==> config.mk <==
export PLATFORM = sky130hd
export DESIGN_NAME = rcm_measure_unit
export DESIGN_NICKNAME = d
export VERILOG_FILES = /design/src/shared/rcm_pkg.sv /design/src/core/rcm_measure_unit.sv
export VERILOG_INCLUDE_DIRS = /design/src /design/src/shared
export SDC_FILE = /design/constraint.sdc
export NUM_CORES = 1
export LEC_CHECK = 0
export BUFFER_PORTS_ARGS = -buffer_cell sky130_fd_sc_hd__buf_2
export CAP_MARGIN = 30
export CORE_MARGIN = 3
export CORE_UTILIZATION = 26
export DETAILED_ROUTE_END_ITERATION = 10
export PLACE_DENSITY = 0.54
export SLEW_MARGIN = 10
export SYNTH_ARGS = -nofsm -noshare
export SYNTH_HDL_FRONTEND = slang
export SYNTH_SLANG_ARGS = --single-unit
==> constraint.sdc <==
create_clock -name clock -period 4.7 [get_ports clock]
set_clock_uncertainty 0.05 [all_clocks]
set_input_delay 0.47 -clock clock [delete_from_list [all_inputs] [get_ports clock]]
set_output_delay 0.47 -clock clock [all_outputs]
set_load 0.01 [all_outputs]
==> src/shared/rcm_defines.svh <==
// register map, field positions, reset values and timing figures of the measurement unit
`ifndef RCM_DEFINES_SVH
`define RCM_DEFINES_SVH

`define RCM_ADDR_W 4
`define RCM_OFF_MEASURE_CONTROL 4'h0
`define RCM_OFF_CLOCK_RUN_CONTROL 4'h1
`define RCM_OFF_REF_COUNT_LOW 4'h2
`define RCM_OFF_REF_COUNT_HIGH 4'h3
`define RCM_OFF_OSC_COUNT_LOW 4'h4
`define RCM_OFF_OSC_COUNT_HIGH 4'h5
`define RCM_OFF_IRQ_STATUS 4'h6
`define RCM_OFF_IRQ_MASK 4'h7
`define RCM_OFF_ANALOG_SWITCH_CONTROL 4'h8

`define RCM_BIT_OVERFLOW_SOURCE_SELECT 0
`define RCM_BIT_UNIT_ENABLE 1
`define RCM_BIT_RUN 4
`define RCM_SEL_LSB 5
`define RCM_SEL_MSB 7
`define RCM_BIT_UNIT_IRQ_FLAG 4

`define RCM_SEL_SYSCLK 3'h0
`define RCM_SEL_SYSCLK_DIV4 3'h1
`define RCM_REF_DIVIDE 2'h3
`define RCM_RESET_BYTE 8'h00
`define RCM_RESET_COUNT 16'h0000

`endif

==> src/shared/rcm_pkg.sv <==
// types shared by the measurement unit and its bench
package rcm_pkg;

  typedef struct packed {
    logic [3:0] addr;
    logic [7:0] wrData;
    logic wr;
    logic rd;
  } rcm_bus_req_t;

  typedef enum logic [0:0] {
    RCM_CNT_REF,
    RCM_CNT_OSC
  } rcm_counter_id_t;

endpackage

==> src/core/rcm_measure_unit.sv <==
// resistor-capacitor oscillation measurement unit with register port
//
// Behaviour
// two 16-bit up-counters: reference and oscillation
// unit active only while enable bit set
// reference clock is sysclk or sysclk/4
// oscillation counter counts external oscillator cycles
// source select picks which overflow interrupts
// enable with source clear selects reference overflow
// run bit starts both counters together
// selected overflow sets unit interrupt flag
// any overflow halts both and clears run
// counter bytes inaccessible while run high
// low-byte write goes to holding buffer
// high-byte write also commits held low byte
// high-byte read latches low byte for reading
// software writes low byte before high
// eight analog switch lines for keys
// fixed choice: port-D pins or oscillator input
// fixed choice: port-B pins or switch lines
// interrupt flag stays until software clears it
//
// The address map and strobed register access were chosen for this implementation.
`timescale 1ns/1ps
`default_nettype none
`include "rcm_defines.svh"

module rcm_measure_unit
(
  input wire logic clock,
  input wire logic rstn,
  input wire rcm_pkg::rcm_bus_req_t busReq,
  output logic [7:0] regRdData,
  input wire logic [3:0] pdPinIn,
  input wire logic pdShareOscStrap,
  input wire logic pbShareSwitchStrap,
  input wire logic [7:0] pbGpioOut,
  input wire logic [7:0] pbGpioOe,
  output logic [3:0] pdGpioIn,
  output logic [7:0] pbPinOut,
  output logic [7:0] pbPinOe,
  output logic irq
);

  // ****************************************
  // fixed configuration
  // ****************************************
  logic pdOscSel_q;
  logic pbSwSel_q;

  // straps sampled while reset is held and kept after release
  always_ff @(posedge clock)
  begin
    if (!rstn)
    begin
      pdOscSel_q <= pdShareOscStrap;
      pbSwSel_q <= pbShareSwitchStrap;
    end
  end

  // ****************************************
  // control registers
  // ****************************************
  logic [7:0] measCtrl_q;
  logic [7:0] clkRun_q;
  logic [7:0] irqStat_q;
  logic [7:0] irqMask_q;
  logic [7:0] switchCtrl_q;
  logic runClear;
  logic flagSet;
  logic wrHit;
  logic [2:0] refSel;
  logic unitOn;
  logic running;

  assign refSel = clkRun_q[`RCM_SEL_MSB:`RCM_SEL_LSB];
  assign unitOn = measCtrl_q[`RCM_BIT_UNIT_ENABLE];
  assign running = clkRun_q[`RCM_BIT_RUN];
  assign wrHit = busReq.wr;

  always_ff @(posedge clock)
  begin
    if (!rstn)
    begin
      measCtrl_q <= `RCM_RESET_BYTE;
      irqMask_q <= `RCM_RESET_BYTE;
      switchCtrl_q <= `RCM_RESET_BYTE;
    end
    else if (wrHit)
    begin
      case (busReq.addr)
        `RCM_OFF_MEASURE_CONTROL:
        begin
          measCtrl_q <= busReq.wrData;
        end
        `RCM_OFF_IRQ_MASK:
        begin
          irqMask_q <= busReq.wrData;
        end
        `RCM_OFF_ANALOG_SWITCH_CONTROL:
        begin
          switchCtrl_q <= busReq.wrData;
        end
        default:
        begin
        end
      endcase
    end
  end

  // overflow clears the run bit even against a write in the same cycle
  // the run bit only takes while the unit is enabled, so a disabled unit never counts
  always_ff @(posedge clock)
  begin
    if (!rstn)
    begin
      clkRun_q <= `RCM_RESET_BYTE;
    end
    else if (runClear)
    begin
      clkRun_q[`RCM_BIT_RUN] <= 1'b0;
    end
    else if (wrHit && busReq.addr == `RCM_OFF_CLOCK_RUN_CONTROL)
    begin
      clkRun_q <= busReq.wrData;
      clkRun_q[`RCM_BIT_RUN] <= busReq.wrData[`RCM_BIT_RUN] & unitOn;
    end
  end

  // sticky flag: write one to clear, a new overflow wins over the clear
  always_ff @(posedge clock)
  begin
    if (!rstn)
    begin
      irqStat_q <= `RCM_RESET_BYTE;
    end
    else
    begin
      if (wrHit && busReq.addr == `RCM_OFF_IRQ_STATUS)
      begin
        irqStat_q <= irqStat_q & ~busReq.wrData;
      end
      if (flagSet)
      begin
        irqStat_q[`RCM_BIT_UNIT_IRQ_FLAG] <= 1'b1;
      end
    end
  end

  always_ff @(posedge clock)
  begin
    if (!rstn)
    begin
      irq <= 1'b0;
    end
    else
    begin
      irq <= |(irqStat_q & irqMask_q);
    end
  end

  // ****************************************
  // counting ticks
  // ****************************************
  logic [1:0] div_q;
  logic oscPrev_q;
  logic oscLevel;
  logic [1:0] tick;
  logic [1:0] carry;
  logic [15:0] count_q [2];

  assign oscLevel = pdOscSel_q & pdPinIn[0];

  // divide-by-four phase, held at zero while the counters stand
  always_ff @(posedge clock)
  begin
    if (!rstn)
    begin
      div_q <= 2'h0;
    end
    else
    begin
      div_q <= (running && unitOn) ? div_q + 2'h1 : 2'h0;
    end
  end

  // previous oscillator level for rising-edge detection
  always_ff @(posedge clock)
  begin
    if (!rstn)
    begin
      oscPrev_q <= 1'b0;
    end
    else
    begin
      oscPrev_q <= oscLevel;
    end
  end

  always_comb
  begin
    tick[rcm_pkg::RCM_CNT_REF] = running && unitOn &&
      (refSel != `RCM_SEL_SYSCLK_DIV4 || div_q == `RCM_REF_DIVIDE);
    tick[rcm_pkg::RCM_CNT_OSC] = running && unitOn && oscLevel && !oscPrev_q;
  end

  assign runClear = |carry;
  assign flagSet = measCtrl_q[`RCM_BIT_OVERFLOW_SOURCE_SELECT] ? carry[1] : carry[0];

  // ****************************************
  // counters and byte access
  // ****************************************
  logic [7:0] lowBuf_q [2];
  logic [7:0] lowLatch_q [2];

  genvar gi;
  generate
    for (gi = 0; gi < 2; gi++)
    begin : g_cnt
      localparam logic [3:0] OffLow = (gi == 0) ? `RCM_OFF_REF_COUNT_LOW : `RCM_OFF_OSC_COUNT_LOW;
      localparam logic [3:0] OffHigh = (gi == 0) ? `RCM_OFF_REF_COUNT_HIGH : `RCM_OFF_OSC_COUNT_HIGH;
      logic open;
      logic lowWr;
      logic highWr;
      logic highRd;

      // counter bytes are shut off from the bus while the run bit stands
      assign open = !running;
      assign lowWr = wrHit && open && busReq.addr == OffLow;
      assign highWr = wrHit && open && busReq.addr == OffHigh;
      assign highRd = busReq.rd && open && busReq.addr == OffHigh;

      // the counter wraps past all ones on its next tick
      assign carry[gi] = tick[gi] && (&count_q[gi]);

      // low-byte holding buffer
      always_ff @(posedge clock)
      begin
        if (!rstn)
        begin
          lowBuf_q[gi] <= `RCM_RESET_BYTE;
        end
        else if (lowWr)
        begin
          lowBuf_q[gi] <= busReq.wrData;
        end
      end

      // both counters freeze together on any overflow
      always_ff @(posedge clock)
      begin
        if (!rstn)
        begin
          count_q[gi] <= `RCM_RESET_COUNT;
        end
        else if (highWr)
        begin
          count_q[gi] <= {busReq.wrData, lowBuf_q[gi]};
        end
        else if (tick[gi] && !runClear)
        begin
          count_q[gi] <= count_q[gi] + 16'h0001;
        end
        else if (carry[gi])
        begin
          count_q[gi] <= `RCM_RESET_COUNT;
        end
      end

      // a high-byte read freezes the low byte for the following low read
      always_ff @(posedge clock)
      begin
        if (!rstn)
        begin
          lowLatch_q[gi] <= `RCM_RESET_BYTE;
        end
        else if (highRd)
        begin
          lowLatch_q[gi] <= count_q[gi][7:0];
        end
      end
    end
  endgenerate

  // ****************************************
  // read port and pins
  // ****************************************
  logic [7:0] rdMux;

  always_comb
  begin
    rdMux = 8'h00;
    case (busReq.addr)
      `RCM_OFF_MEASURE_CONTROL:
      begin
        rdMux = {6'h00, measCtrl_q[1:0]};
      end
      `RCM_OFF_CLOCK_RUN_CONTROL:
      begin
        rdMux = clkRun_q;
      end
      `RCM_OFF_REF_COUNT_LOW:
      begin
        rdMux = running ? 8'h00 : lowLatch_q[0];
      end
      `RCM_OFF_REF_COUNT_HIGH:
      begin
        rdMux = running ? 8'h00 : count_q[0][15:8];
      end
      `RCM_OFF_OSC_COUNT_LOW:
      begin
        rdMux = running ? 8'h00 : lowLatch_q[1];
      end
      `RCM_OFF_OSC_COUNT_HIGH:
      begin
        rdMux = running ? 8'h00 : count_q[1][15:8];
      end
      `RCM_OFF_IRQ_STATUS:
      begin
        rdMux = irqStat_q;
      end
      `RCM_OFF_IRQ_MASK:
      begin
        rdMux = irqMask_q;
      end
      `RCM_OFF_ANALOG_SWITCH_CONTROL:
      begin
        rdMux = switchCtrl_q;
      end
      default:
      begin
        rdMux = 8'h00;
      end
    endcase
  end

  // read data stand for one cycle only, zero otherwise
  always_ff @(posedge clock)
  begin
    if (!rstn)
    begin
      regRdData <= 8'h00;
    end
    else
    begin
      regRdData <= busReq.rd ? rdMux : 8'h00;
    end
  end

  // switch lines drive port B only when the strap selects them
  always_ff @(posedge clock)
  begin
    if (!rstn)
    begin
      pbPinOut <= 8'h00;
    end
    else
    begin
      pbPinOut <= pbSwSel_q ? switchCtrl_q : pbGpioOut;
    end
  end

  always_ff @(posedge clock)
  begin
    if (!rstn)
    begin
      pbPinOe <= 8'h00;
    end
    else
    begin
      pbPinOe <= pbSwSel_q ? 8'hFF : pbGpioOe;
    end
  end

  // port-D pins read as zero while they carry the oscillator
  always_ff @(posedge clock)
  begin
    if (!rstn)
    begin
      pdGpioIn <= 4'h0;
    end
    else
    begin
      pdGpioIn <= pdOscSel_q ? 4'h0 : pdPinIn;
    end
  end

endmodule

`default_nettype wire

# Word-level counts from Yosys, hierarchy flattened
# Memory sizes are Yosys's and may differ from the RTL's.
# Cells that the tools add are included.
totals:
  romBits: 0
  memories: 3
  ramBits: 64
  wordCells: 142
  ff_bits: 68
  inputBits: 38
  output_inout_bits: 29
  latch_bits: 0
classes:
  n_lt_le_gt_ge: 0
  n_addsub: 3
  reduce_logical: 36
  muxes: 57
  n_div: 0
  eq_ne: 10
  multipliers: 0
  shift: 0
  n_bitwise: 17
mem_list:
  columns: ["name", "depth", "word_bits", "read_ports", "rd_clocked_by_memory_dff", "wr", "line_no", "rtl"]
  rows:
  - ["count_q", 2, 16, 2, 0, 2, "rcm_measure_unit.sv:170", "logic [15:0] count_q [2];"]
  - ["lowBuf_q", 2, 8, 2, 0, 2, "rcm_measure_unit.sv:213", "logic [7:0] lowBuf_q [2];"]
  - ["lowLatch_q", 2, 8, 2, 0, 2, "rcm_measure_unit.sv:214", "logic [7:0] lowLatch_q [2];"]
op_table:
  columns: ["operator", "count"]
  rows:
  - ["2-to-1 mux 16 bit", 6]
  - ["2-to-1 mux 8 bit", 10]
  - ["case mux 8 bit (9 select lines)", 1]
  - ["2-to-1 mux 1 bit", 39]
  - ["adder 16 x 1 -> 16 bit, second input constant", 2]
  - ["AND reduction 16 bit", 2]
  - ["logical AND 1 bit", 18]
  - ["AND 8 bit", 2]
  - ["equality test 4 x 3 -> 1 bit, second input constant", 4]
  - ["AND reduction 2 bit", 6]
  - ["bitwise OR 1 bit", 10]
  - ["equality test 4 x 2 -> 1 bit, second input constant", 2]
  - ["NOT 8 bit", 1]
  - ["OR reduction 8 bit", 1]
  - ["2-to-1 mux 5 bit", 1]
  - ["equality test 4 x 1 -> 1 bit, second input constant", 1]
  - ["equality test 4 bit, second input constant", 1]
  - ["zero test 4 bit", 1]
  - ["OR reduction 2 bit", 2]
  - ["zero test 1 bit", 3]
  - ["!= test 3 x 1 -> 1 bit, second input constant", 1]
  - ["OR reduction 3 bit", 1]
  - ["adder 2 x 1 -> 2 bit, second input constant", 1]
  - ["AND 1 bit", 2]
  - ["4 further kinds", 5]

# Depth between registers and ports, before layout
# Gate-level depths: netlist of the first run.
depth:
  word_depth: 13
  mapped_depth: 7
  depth_no_buf: 6

# Least setup slack after synthesis of the first run
# OpenSTA, ideal clock, no wires.
synth_timing:
  path_kind: "input-to-reg"
  from: "in busReq[13] (netlist name)"
  to: "mem lowBuf_q[0][0], enable pin"
  setup_slack_ns: 2.365
  t_required_ns: 4.252
  arrival_time_ns: 1.887
  setup_time_ns: 0.398
  path_buffers: 2
  cell_stages: 3
  path_cell_list: "buf_2 > buf_1 > o41ai_1"
synth_lines:
  columns: ["element", "line_no", "rtl"]
  rows:
  - ["start: declaration", "rcm_measure_unit.sv:32", "input wire rcm_pkg::rcm_bus_req_t busReq,"]
  - ["end: declaration", "rcm_measure_unit.sv:213", null]

==> results.json, run 1 <==
{
  "status": "complete, no violations",
  "place_hpwl_um": 12000,
  "overflow": 0,
  "num_rows": 54,
  "switching_share_pct": 23.6,
  "period_minus_slack_ns": 2.87,
  "area_growth_pct": 19.5,
  "synth_adder_area_share_pct": 0.626,
  "firstDrtPassIters": 6,
  "peakVddDrop_mv": 0.258,
  "switching_power_w": 0.000654,
  "synthXorXnorAreaFrac_pct": 4.09,
  "num_vias": 4695,
  "setup_tns_ns": 0,
  "slew_headroom_pct": 41.9,
  "synth-seq-cells": 132,
  "grt_max_degree": 41,
  "syn_area_um2": 6000,
  "finalSetupViolations": 0,
  "ys_types": 55,
  "async_reset_ff_share_pct": 0,
  "clockBufferDepth": 2,
  "cts_max_level": 4,
  "post_cts_buffers": 0,
  "cts_sinks": 132,
  "cts_resized": 0,
  "avgSynthCellArea_um2": 10.1,
  "drive_gt1_share_pct": 17.3,
  "die_h_um": 158,
  "boundaryPins": 67,
  "top_regs": "count_q x32, lowBuf_q x16, lowLatch_q x16",
  "die_area_um2": 24900,
  "crit_type": "register to register",
  "io_buffer_count": 66,
  "postCtsHoldBufs": 0,
  "slew_violations": 0,
  "hp-class": "primary input to register",
  "path_buf_inv": 0,
  "place_congestion": 0.871,
  "holdPathEnd": "pdOscSel_q$_DFFE_PN_",
  "fp.coreArea_um2": 22200,
  "min_from": "pdShareOscStrap",
  "rr_endpoint": "count_q[0][6]$_SDFFCE_PP0P_",
  "p_leak_nw": 2.56,
  "crit_path_top_delay_cell": "nand3_1",
  "syn_nets": 634,
  "antenna_found_initial": 0,
  "preCtsSetupSlack_ns": 1.86,
  "ys.warnings.count": 0,
  "wl_um": 17500,
  "clockPowerShare_pct": 47.4,
  "root_buffer": "clkbuf_16",
  "rsz0062_at_grt": "false",
  "viasPerCell": 4.95,
  "muxShareOfSynthArea_pct": 2.84,
  "clkTransAtPathRegs_ns": 0.06,
  "yosysSeqAreaShare_pct": 55.1,
  "pwr-share-seq_pct": 46.7,
  "worst_path_most_repeated_cell": "nand2_1",
  "grt_pass1_vias": 4418,
  "fp.dieW_um": 158,
  "worstPathCellList": "nand2_1 > nor3_1 > nand4_1 > nand2_1 > nand3_1",
  "drt_iter0_drc": 453,
  "initial_utilization_pct": 27.0,
  "critPathTopFamily": "simple AND/OR/NAND/NOR gates",
  "hold_depth": 1,
  "powerDensity_nw_per_um2": 387,
  "comb_power_share_pct": 5.9,
  "netlist_instances": 593,
  "reg2reg_from": "clkRun_q[4]$_SDFFE_PP0P_",
  "synth_compound_area_share_pct": 11.7,
  "worstMarginPinSlew_ns": 0.869,
  "max_stage_delay_ns": 0.60,
  "crit_fanout": 16,
  "crit_path_end_kind": "register",
  "fin_nets": 697,
  "top_register": "count_q",
  "largest_reg_flops": 32,
  "track_usage_pct": 14.4,
  "cts_buffers": 17,
  "r2r_setup_slack_ns": 1.83,
  "final_hold_viol_count": 0,
  "wire_per_inst_um": 18.4,
  "synth_edf_count": 66,
  "finalCritPeriodShare_pct": 61.0,
  "synth-simple-area-share_pct": 22.9,
  "fin_ws_ns": 1.83,
  "route.detailed.drc": 0,
  "diodes": 0,
  "r2r_cells": 5,
  "arrival_ns": 2.76,
  "fmax_mhz": 349,
  "grt_pass1_wl_um": 26700,
  "synth-main-ff-cell": "edfxtp_1",
  "synth_top_family_by_area": "simple AND/OR/NAND/NOR gates",
  "maxCapViolations": 0,
  "drtAntennaViolNets": 0,
  "crit_required_ns": 4.59,
  "cts_tree": "yes",
  "cp-start-kind": "register",
  "clk_latency_ns": 0.43,
  "intPower_w": 0.00212
}
==> worst max path at each step <==
| stage | slack (ns) | cells after the start | startpoint | endpoint |
|---|---|---|---|---|
| 2_1_floorplan | 2.37 | 3 | busReq[13] | lowBuf_q[0][0]$_SDFFCE_PN0P_ |
| 3_3_place_gp | 1.92 | 5 | clkRun_q[4]$_SDFFE_PP0P_ | count_q[0][5]$_SDFFCE_PP0P_ |
| 3_5_place_dp | 1.86 | 5 | clkRun_q[4]$_SDFFE_PP0P_ | count_q[0][2]$_SDFFCE_PP0P_ |
| 4_1_cts | 1.87 | 5 | clkRun_q[4]$_SDFFE_PP0P_ | count_q[0][10]$_SDFFCE_PP0P_ |
| 5_1_grt | 1.52 | 5 | clkRun_q[4]$_SDFFE_PP0P_ | count_q[0][12]$_SDFFCE_PP0P_ |
| 6_report | 1.83 | 5 | clkRun_q[4]$_SDFFE_PP0P_ | count_q[0][6]$_SDFFCE_PP0P_ |
==> cells in the mapped netlist (10+ instances only) <==
master | instances | area share (%)
a21oi_1 | 26 | 2.2
buf_2 | 10 | 0.83
xor2_1 | 16 | 2.3
mux2i_1 | 17 | 2.8
o21ai_0 | 16 | 1.3
and2_1 | 36 | 3.8
nor2_1 | 45 | 2.8
nand4_1 | 10 | 1.0
nand3_1 | 32 | 2.7
nand2_1 | 96 | 6.0
dfxtp_1 | 66 | 22
clkbuf_1 | 13 | 0.81
o21ai_1 | 20 | 1.7
a222oi_1 | 12 | 2.0
edfxtp_1 | 66 | 33
xnor2_1 | 12 | 1.8
==> logic make-up after synthesis <==
family / count (synthesis)
XOR/XNOR: 28
AND/OR/NAND/NOR: 269
multiplexers: 17
adder cells (fa/ha/maj): 3
AO/OA/AOI/OAI: 109
flip-flops: 132
buffers and inverters: 35
==> through the flow <==
step / instance area (µm²) / instances / hold WS [ns] / power, W / util [%]
after floorplan: 6000 / 593 / 0.349 / 0.00140 / -
after global placement: 6570 / 915 / 0.365 / 0.00148 / 29.5
after detailed placement: 6580 / 917 / 0.373 / 0.00148 / 29.6
after CTS: 7170 / 949 / 0.147 / 0.00279 / 32.2
after global routing: 7170 / 949 / 0.146 / 0.00286 / 32.2
final: 7170 / 949 / 0.162 / 0.00277 / 32.2
==> power groups by stage <==
stage | sequential (W) | clock, W | combinational [W]
after CTS | 0.00129 | 0.00133 | 0.000164
after detailed placement | 0.00132 | 0 | 0.000163
after global placement | 0.00132 | 0 | 0.000162
after floorplan | 0.00130 | 0 | 0.0000934
final | 0.00129 | 0.00131 | 0.000163
after global routing | 0.00130 | 0.00138 | 0.000179
==> cells in the final DEF, fill, tap and decap left out, types with 4 or more instances in the layout <==
master     synthesis  final
a21oi_1           26     26
a222oi_1          12     12
a22o_1             7      7
a22oi_1            9      9
a31oi_1            6      6
and2_1            36     36
and3_1             8      8
and4_1             4      4
buf_2             10     68
buf_4              2      4
clkbuf_16          0     19
clkinv_2           0      4
clkinv_4           0      4
dfxtp_1           66     66
edfxtp_1          66     66
inv_1              7      7
mux2i_1           17     17
nand2_1           96     96
nand3_1           32     32
nand4_1           10     10
nor2_1            45     45
nor3_1             5      5
o21ai_0           16     16
o21ai_1           20     20
or2_1              4      4
xnor2_1           12     12
xor2_1            16     16
==> final cells by class <==
type / count / area [µm²]
clock inverters: 10 / 93.8
multi-input cells: 426 / 2530
repair buffers: 72 / 370
clock buffers: 22 / 497
flip-flops and latches: 132 / 3300
fillers: 2301 / 15100
well taps: 280 / 350
inverters: 7 / 26.3
==> routing by layer <==
metal	vias to the layer above	global-route usage, %	wire length (µm)
li1	2256	-	-
met1	2254	20.9	8090
met2	167	21.1	8020
met3	18	3.31	1100
met4	0	4.83	286
met5	-	0	0
No activity file was read; power rests on OpenSTA's default activity.
==> run 2: changes to the inputs <==
==> constraint.sdc (replaced) <==
create_clock -name clock -period 2.75 [get_ports clock]
set_clock_uncertainty 0.05 [all_clocks]
set_input_delay 0.275 -clock clock [delete_from_list [all_inputs] [get_ports clock]]
set_output_delay 0.275 -clock clock [all_outputs]
set_load 0.01 [all_outputs]
==> results.json, run 2 (same netlist as run 1, synthesis figures left out) <==
{
  "status": "complete, no violations",
  "drtAntennaViolNets": 0,
  "period_minus_slack_ns": 2.32,
  "post_dp_cell_area_um2": 6660,
  "setup_tns_ns": 0,
  "clkTransAtPathRegs_ns": 0.06,
  "num_vias": 4816,
  "fin_nets": 718,
  "cts_sinks": 132,
  "grt_pass1_wl_um": 26000,
  "num_rows": 54,
  "place_congestion": 0.837,
  "final_cell_area_um2": 7270,
  "cts_tree": "yes",
  "final_common_cell": "nand2_1",
  "clockBufferDepth": 2,
  "io_buffer_count": 66,
  "boundaryPins": 67,
  "crit_path_end_kind": "register",
  "antenna_found_initial": 0,
  "fmax_mhz": 431,
  "grt_pass1_vias": 4453,
  "p_leak_nw": 2.62,
  "finalSetupViolations": 0,
  "cp-start-kind": "register",
  "top_regs": "count_q x32, lowBuf_q x16, lowLatch_q x16",
  "post_cts_buffers": 0,
  "track_usage_pct": 13.9,
  "clk_latency_ns": 0.42,
  "fp.coreArea_um2": 22200,
  "peakVddDrop_mv": 0.488,
  "rsz0062_at_grt": "false",
  "wire_per_inst_um": 17.8,
  "slew_violations": 0,
  "final_hold_viol_count": 0,
  "crit_path_top_delay_cell": "edfxtp_1",
  "cts_resized": 0,
  "diodes": 0,
  "powerDensity_nw_per_um2": 618,
  "crit_type": "register to register",
  "nFillCells": 2254,
  "drive_gt1_share_pct": 18.0,
  "viasPerCell": 4.98,
  "finalCritPeriodShare_pct": 84.4,
  "drt_iter0_drc": 474,
  "top_register": "count_q",
  "wl_um": 17200,
  "worstPathCellList": "ha_1 > nand3_1 > nor3_2 > nand4_1 > nand4_2 > o21ai_0",
  "final_cell_mix": "nand2_1 (96), dfxtp_1 (66), edfxtp_1 (66), buf_2 (66), nor2_1 (45)",
  "initial_utilization_pct": 27.0,
  "cts_buffers": 17,
  "firstDrtPassIters": 8,
  "max_stage_delay_ns": 0.42,
  "preCtsSetupSlack_ns": 0.484,
  "route.detailed.drc": 0,
  "largest_reg_flops": 32,
  "dp.cells": 927,
  "fin_cells": 968,
  "die_h_um": 158,
  "arrival_ns": 2.42,
  "crit_required_ns": 2.85,
  "crit_fanout": 16,
  "slew_headroom_pct": 43.9,
  "worstMarginPinSlew_ns": 0.835,
  "hp-class": "primary input to register",
  "die_area_um2": 24900,
  "power_w": 0.00449,
  "place_hpwl_um": 12100,
  "overflow": 0,
  "path_buf_inv": 0,
  "maxCapViolations": 0,
  "fp.dieW_um": 158,
  "grt_max_degree": 40,
  "cts_max_level": 4,
  "root_buffer": "clkbuf_16",
  "critPathTopFamily": "simple AND/OR/NAND/NOR gates",
  "area_growth_pct": 21.3,
  "fin_ws_ns": 0.428
}
-- run 2: cell count changes in the layout (fill, tap and decap cells not counted), moves of 2 or more --
cell | before | now
buf_4 | 4 | 16
buf_2 | 68 | 66
clkbuf_16 | 19 | 17
dlygate4sd3_1 | 0 | 11
inv_4 | 0 | 4
clkinv_4 | 4 | 1
-- run 2: metal layers --
metal	track usage, %	up-vias	part of all wire [%]
li1	-	2312	-
met4	4.71	0	1.7
met1	19.0	2311	45
met3	3.17	19	6.4
met2	21.7	174	47
met5	0	-	0
-- run 2: report_power, final --
group	switching, W	internal (W)	total, W
registers	0.0000664	0.00214	0.00221
logic	0.000182	0.000115	0.000297
clock network	0.000830	0.00116	0.00199
total	0.00108	0.00341	0.00449
-- run 2: tightest hold or removal path: stages --
cell    delay, ns
buf_2        0.08
nor2_1       0.03
nor2_1       0.06
-- run 2: metrics by stage --
step | hold WS, ns | utilization, %
after floorplan | 0.312 | -
after global placement | 0.361 | 29.9
after detailed placement | 0.368 | 29.9
after CTS | 0.000106 | 32.7
after global routing | 0.00563 | 32.7
final | 0.0136 | 32.7
-- run 2: timing repair --
action,in CTS,in global routing
endpoints found under the hold margin,11,0
setup endpoints to repair,0,0
hold buffers,11,0
-- run 2: final timing paths --
path | start | end | slack [ns] | cells past startpoint
setup / recovery | count_q[0][0]$_SDFFCE_PP0P_ | count_q[1][5]$_SDFFCE_PP0P_ | 0.43 | 6
hold / removal | pbGpioOe[2] | pbPinOe[2]$_SDFF_PN0_ | 0.01 | 3
setup reg to reg | count_q[0][0]$_SDFFCE_PP0P_ | count_q[1][5]$_SDFFCE_PP0P_ | 0.43 | 6
hold reg to reg | div_q[0]$_SDFF_PN0_ | div_q[0]$_SDFF_PN0_ | 0.38 | 1
-- run 2: area by class of cell --
type                       count  area (µm²)  area share (%)
sequential                   132        3300            45.4
multi-input combinational    426        2530            34.7
timing repair buffer          93         561            7.71
clock buffer                  20         447            6.14
tap                          280         350            4.82
clock inverter                10        58.8           0.809
inverter                       7        26.3           0.361
==> run 3: changes to the inputs <==
--- a/config.mk
+++ b/config.mk
@@ -11,7 +11,7 @@
 export CORE_MARGIN = 3
 export CORE_UTILIZATION = 26
 export DETAILED_ROUTE_END_ITERATION = 10
-export PLACE_DENSITY = 0.54
+export PLACE_DENSITY = 0.55
 export SLEW_MARGIN = 10
 export SYNTH_ARGS = -nofsm -noshare
 export SYNTH_HDL_FRONTEND = slang
==> constraint.sdc (replaced) <==
create_clock -name clock -period 2 [get_ports clock]
set_clock_uncertainty 0.05 [all_clocks]
set_input_delay 0.2 -clock clock [delete_from_list [all_inputs] [get_ports clock]]
set_output_delay 0.2 -clock clock [all_outputs]
set_load 0.01 [all_outputs]
==> results.json, run 3 (same netlist as run 1, synthesis figures left out) <==
{
  "final_cell_mix": "nand2_1 (96), dfxtp_1 (66), edfxtp_1 (66), buf_2 (66), buf_4 (50)",
  "r2r_setup_slack_ns": 0.14,
  "num_rows": 54,
  "top_register": "count_q",
  "fp.coreArea_um2": 22200,
  "crit_required_ns": 2.24,
  "drtAntennaViolNets": 0,
  "arrival_ns": 2.10,
  "reg2reg_from": "clkRun_q[4]$_SDFFE_PP0P_",
  "route.detailed.drc": 0,
  "clkTransAtPathRegs_ns": 0.06,
  "initial_utilization_pct": 27.0,
  "p_leak_nw": 2.96,
  "grt_pass1_wl_um": 26500,
  "firstDrtPassIters": 7,
  "top_regs": "count_q x32, lowBuf_q x16, lowLatch_q x16",
  "crit_fanout": 13,
  "powerDensity_nw_per_um2": 800,
  "crit_type": "register to register",
  "die_area_um2": 24900,
  "endpoint": "lowBuf_q[0][4]$_SDFFCE_PN0P_",
  "fin_nets": 771,
  "whs_ns": 0.116,
  "cp-startpoint": "clkRun_q[4]$_SDFFE_PP0P_",
  "die_h_um": 158,
  "place_hpwl_um": 12100,
  "hp-class": "primary input to register",
  "fmax_mhz": 538,
  "io_buffer_count": 66,
  "cts_buffers": 17,
  "boundaryPins": 67,
  "r2r_cells": 6,
  "slew_violations": 0,
  "grt_pass1_vias": 4604,
  "overflow": 0,
  "wire_per_inst_um": 16.9,
  "root_buffer": "clkbuf_16",
  "area_growth_pct": 31.0,
  "power_w": 0.00628,
  "slew_headroom_pct": 59.8,
  "clockBufferDepth": 2,
  "finalCritPeriodShare_pct": 92.9,
  "status": "complete, no violations",
  "maxCapViolations": 0,
  "period_minus_slack_ns": 1.86,
  "cts_max_level": 4,
  "final_common_cell": "nand2_1",
  "grt_max_degree": 40,
  "cts_sinks": 132,
  "drt_iter0_drc": 496,
  "track_usage_pct": 14.2,
  "setup_tns_ns": 0,
  "place_congestion": 0.868,
  "cts_tree": "yes",
  "drive_gt1_share_pct": 23.6,
  "finalSetupViolations": 0,
  "largest_reg_flops": 32,
  "viasPerCell": 4.78,
  "rr_endpoint": "lowBuf_q[0][4]$_SDFFCE_PN0P_",
  "diodes": 0,
  "antenna_found_initial": 1,
  "wl_um": 17300,
  "final_hold_viol_count": 0,
  "cp-start-kind": "register",
  "worstMarginPinSlew_ns": 0.601,
  "num_vias": 4888,
  "crit_path_end_kind": "register",
  "fp.dieW_um": 158,
  "peakVddDrop_mv": 0.576,
  "clk_latency_ns": 0.42
}
run 3: cell types whose count changed in the layout (fill, tap and decap cells not counted), sizes merged:
cell         change
clkinv           +2
clkbuf           +1
dlygate4sd3     +11
clkinvlp         +1
buf             +42
inv              -2
run 3: power breakdown:
| group | internal [W] | leakage [nW] | switching, W |
|---|---|---|---|
| Clock | 0.00162 | 0.267 | 0.00114 |
| Combinational | 0.000218 | 1.50 | 0.000296 |
| Sequential | 0.00294 | 1.19 | 0.0000616 |
| Total | 0.00478 | 2.96 | 0.00150 |
run 3: what timing repair did:
item | 4_1_cts | 5_1_grt
gates cloned | 0 | 0
endpoints found under the hold margin | 23 | 0
buffers inserted | 1 | 0
hold buffers | 22 | 0
pin swaps | 1 | 3
endpoints found under the setup margin | 6 | 20
resized for setup | 0 | 7
run 3: worst min path at each step:
stage | from | endpoint | cells past startpoint
floorplan | busReq[4] | irqStat_q[2]$_SDFFE_PN0P_ | 1
detailed placement | pdShareOscStrap | pdOscSel_q$_DFFE_PN_ | 1
global placement | pbShareSwitchStrap | pbSwSel_q$_DFFE_PN_ | 1
finish | busReq[9] | irqStat_q[7]$_SDFFE_PN0P_ | 2
CTS | busReq[5] | irqStat_q[3]$_SDFFE_PN0P_ | 2
global route | busReq[9] | irqStat_q[7]$_SDFFE_PN0P_ | 2
run 3: layout make-up:
cell class                      instances  area, µm²
Inverter                                7       26.3
Clock inverter                         11       60.1
Timing Repair Buffer                  146       1080
Clock buffer                           21        458
Multi-Input combinational cell        426       2580
Sequential cell                       132       3300
Fill cell                            2206      14400
Tap cell                              280        350
run 3: routing by layer:
layer,routed length [µm],part of all wire [%],global-route usage (%)
met1,8320,48,20.3
met4,438,2.5,4.92
met2,7540,44,20.5
met5,8,0.046,0
met3,1020,5.9,3.85
run 3: stage by stage:
step                      instance area (µm²)  utilization (%)  instances  setup slack [ns]
after global routing                     7850             35.3       1023           -0.0130
after global placement                   7070             31.8        968            0.0327
after floorplan                          6010                -        593            0.0277
after CTS                                7820             35.2       1023            0.0849
final                                    7850             35.3       1023             0.141
after detailed placement                 7070             31.8        968         -0.000657
run 3: critical path: stages (launching register included):
cell	delay, ns
dfxtp_1	0.31
buf_4	0.18
nand2b_1	0.25
or2_2	0.39
nor4_2	0.22
buf_4	0.21
and2_1	0.13
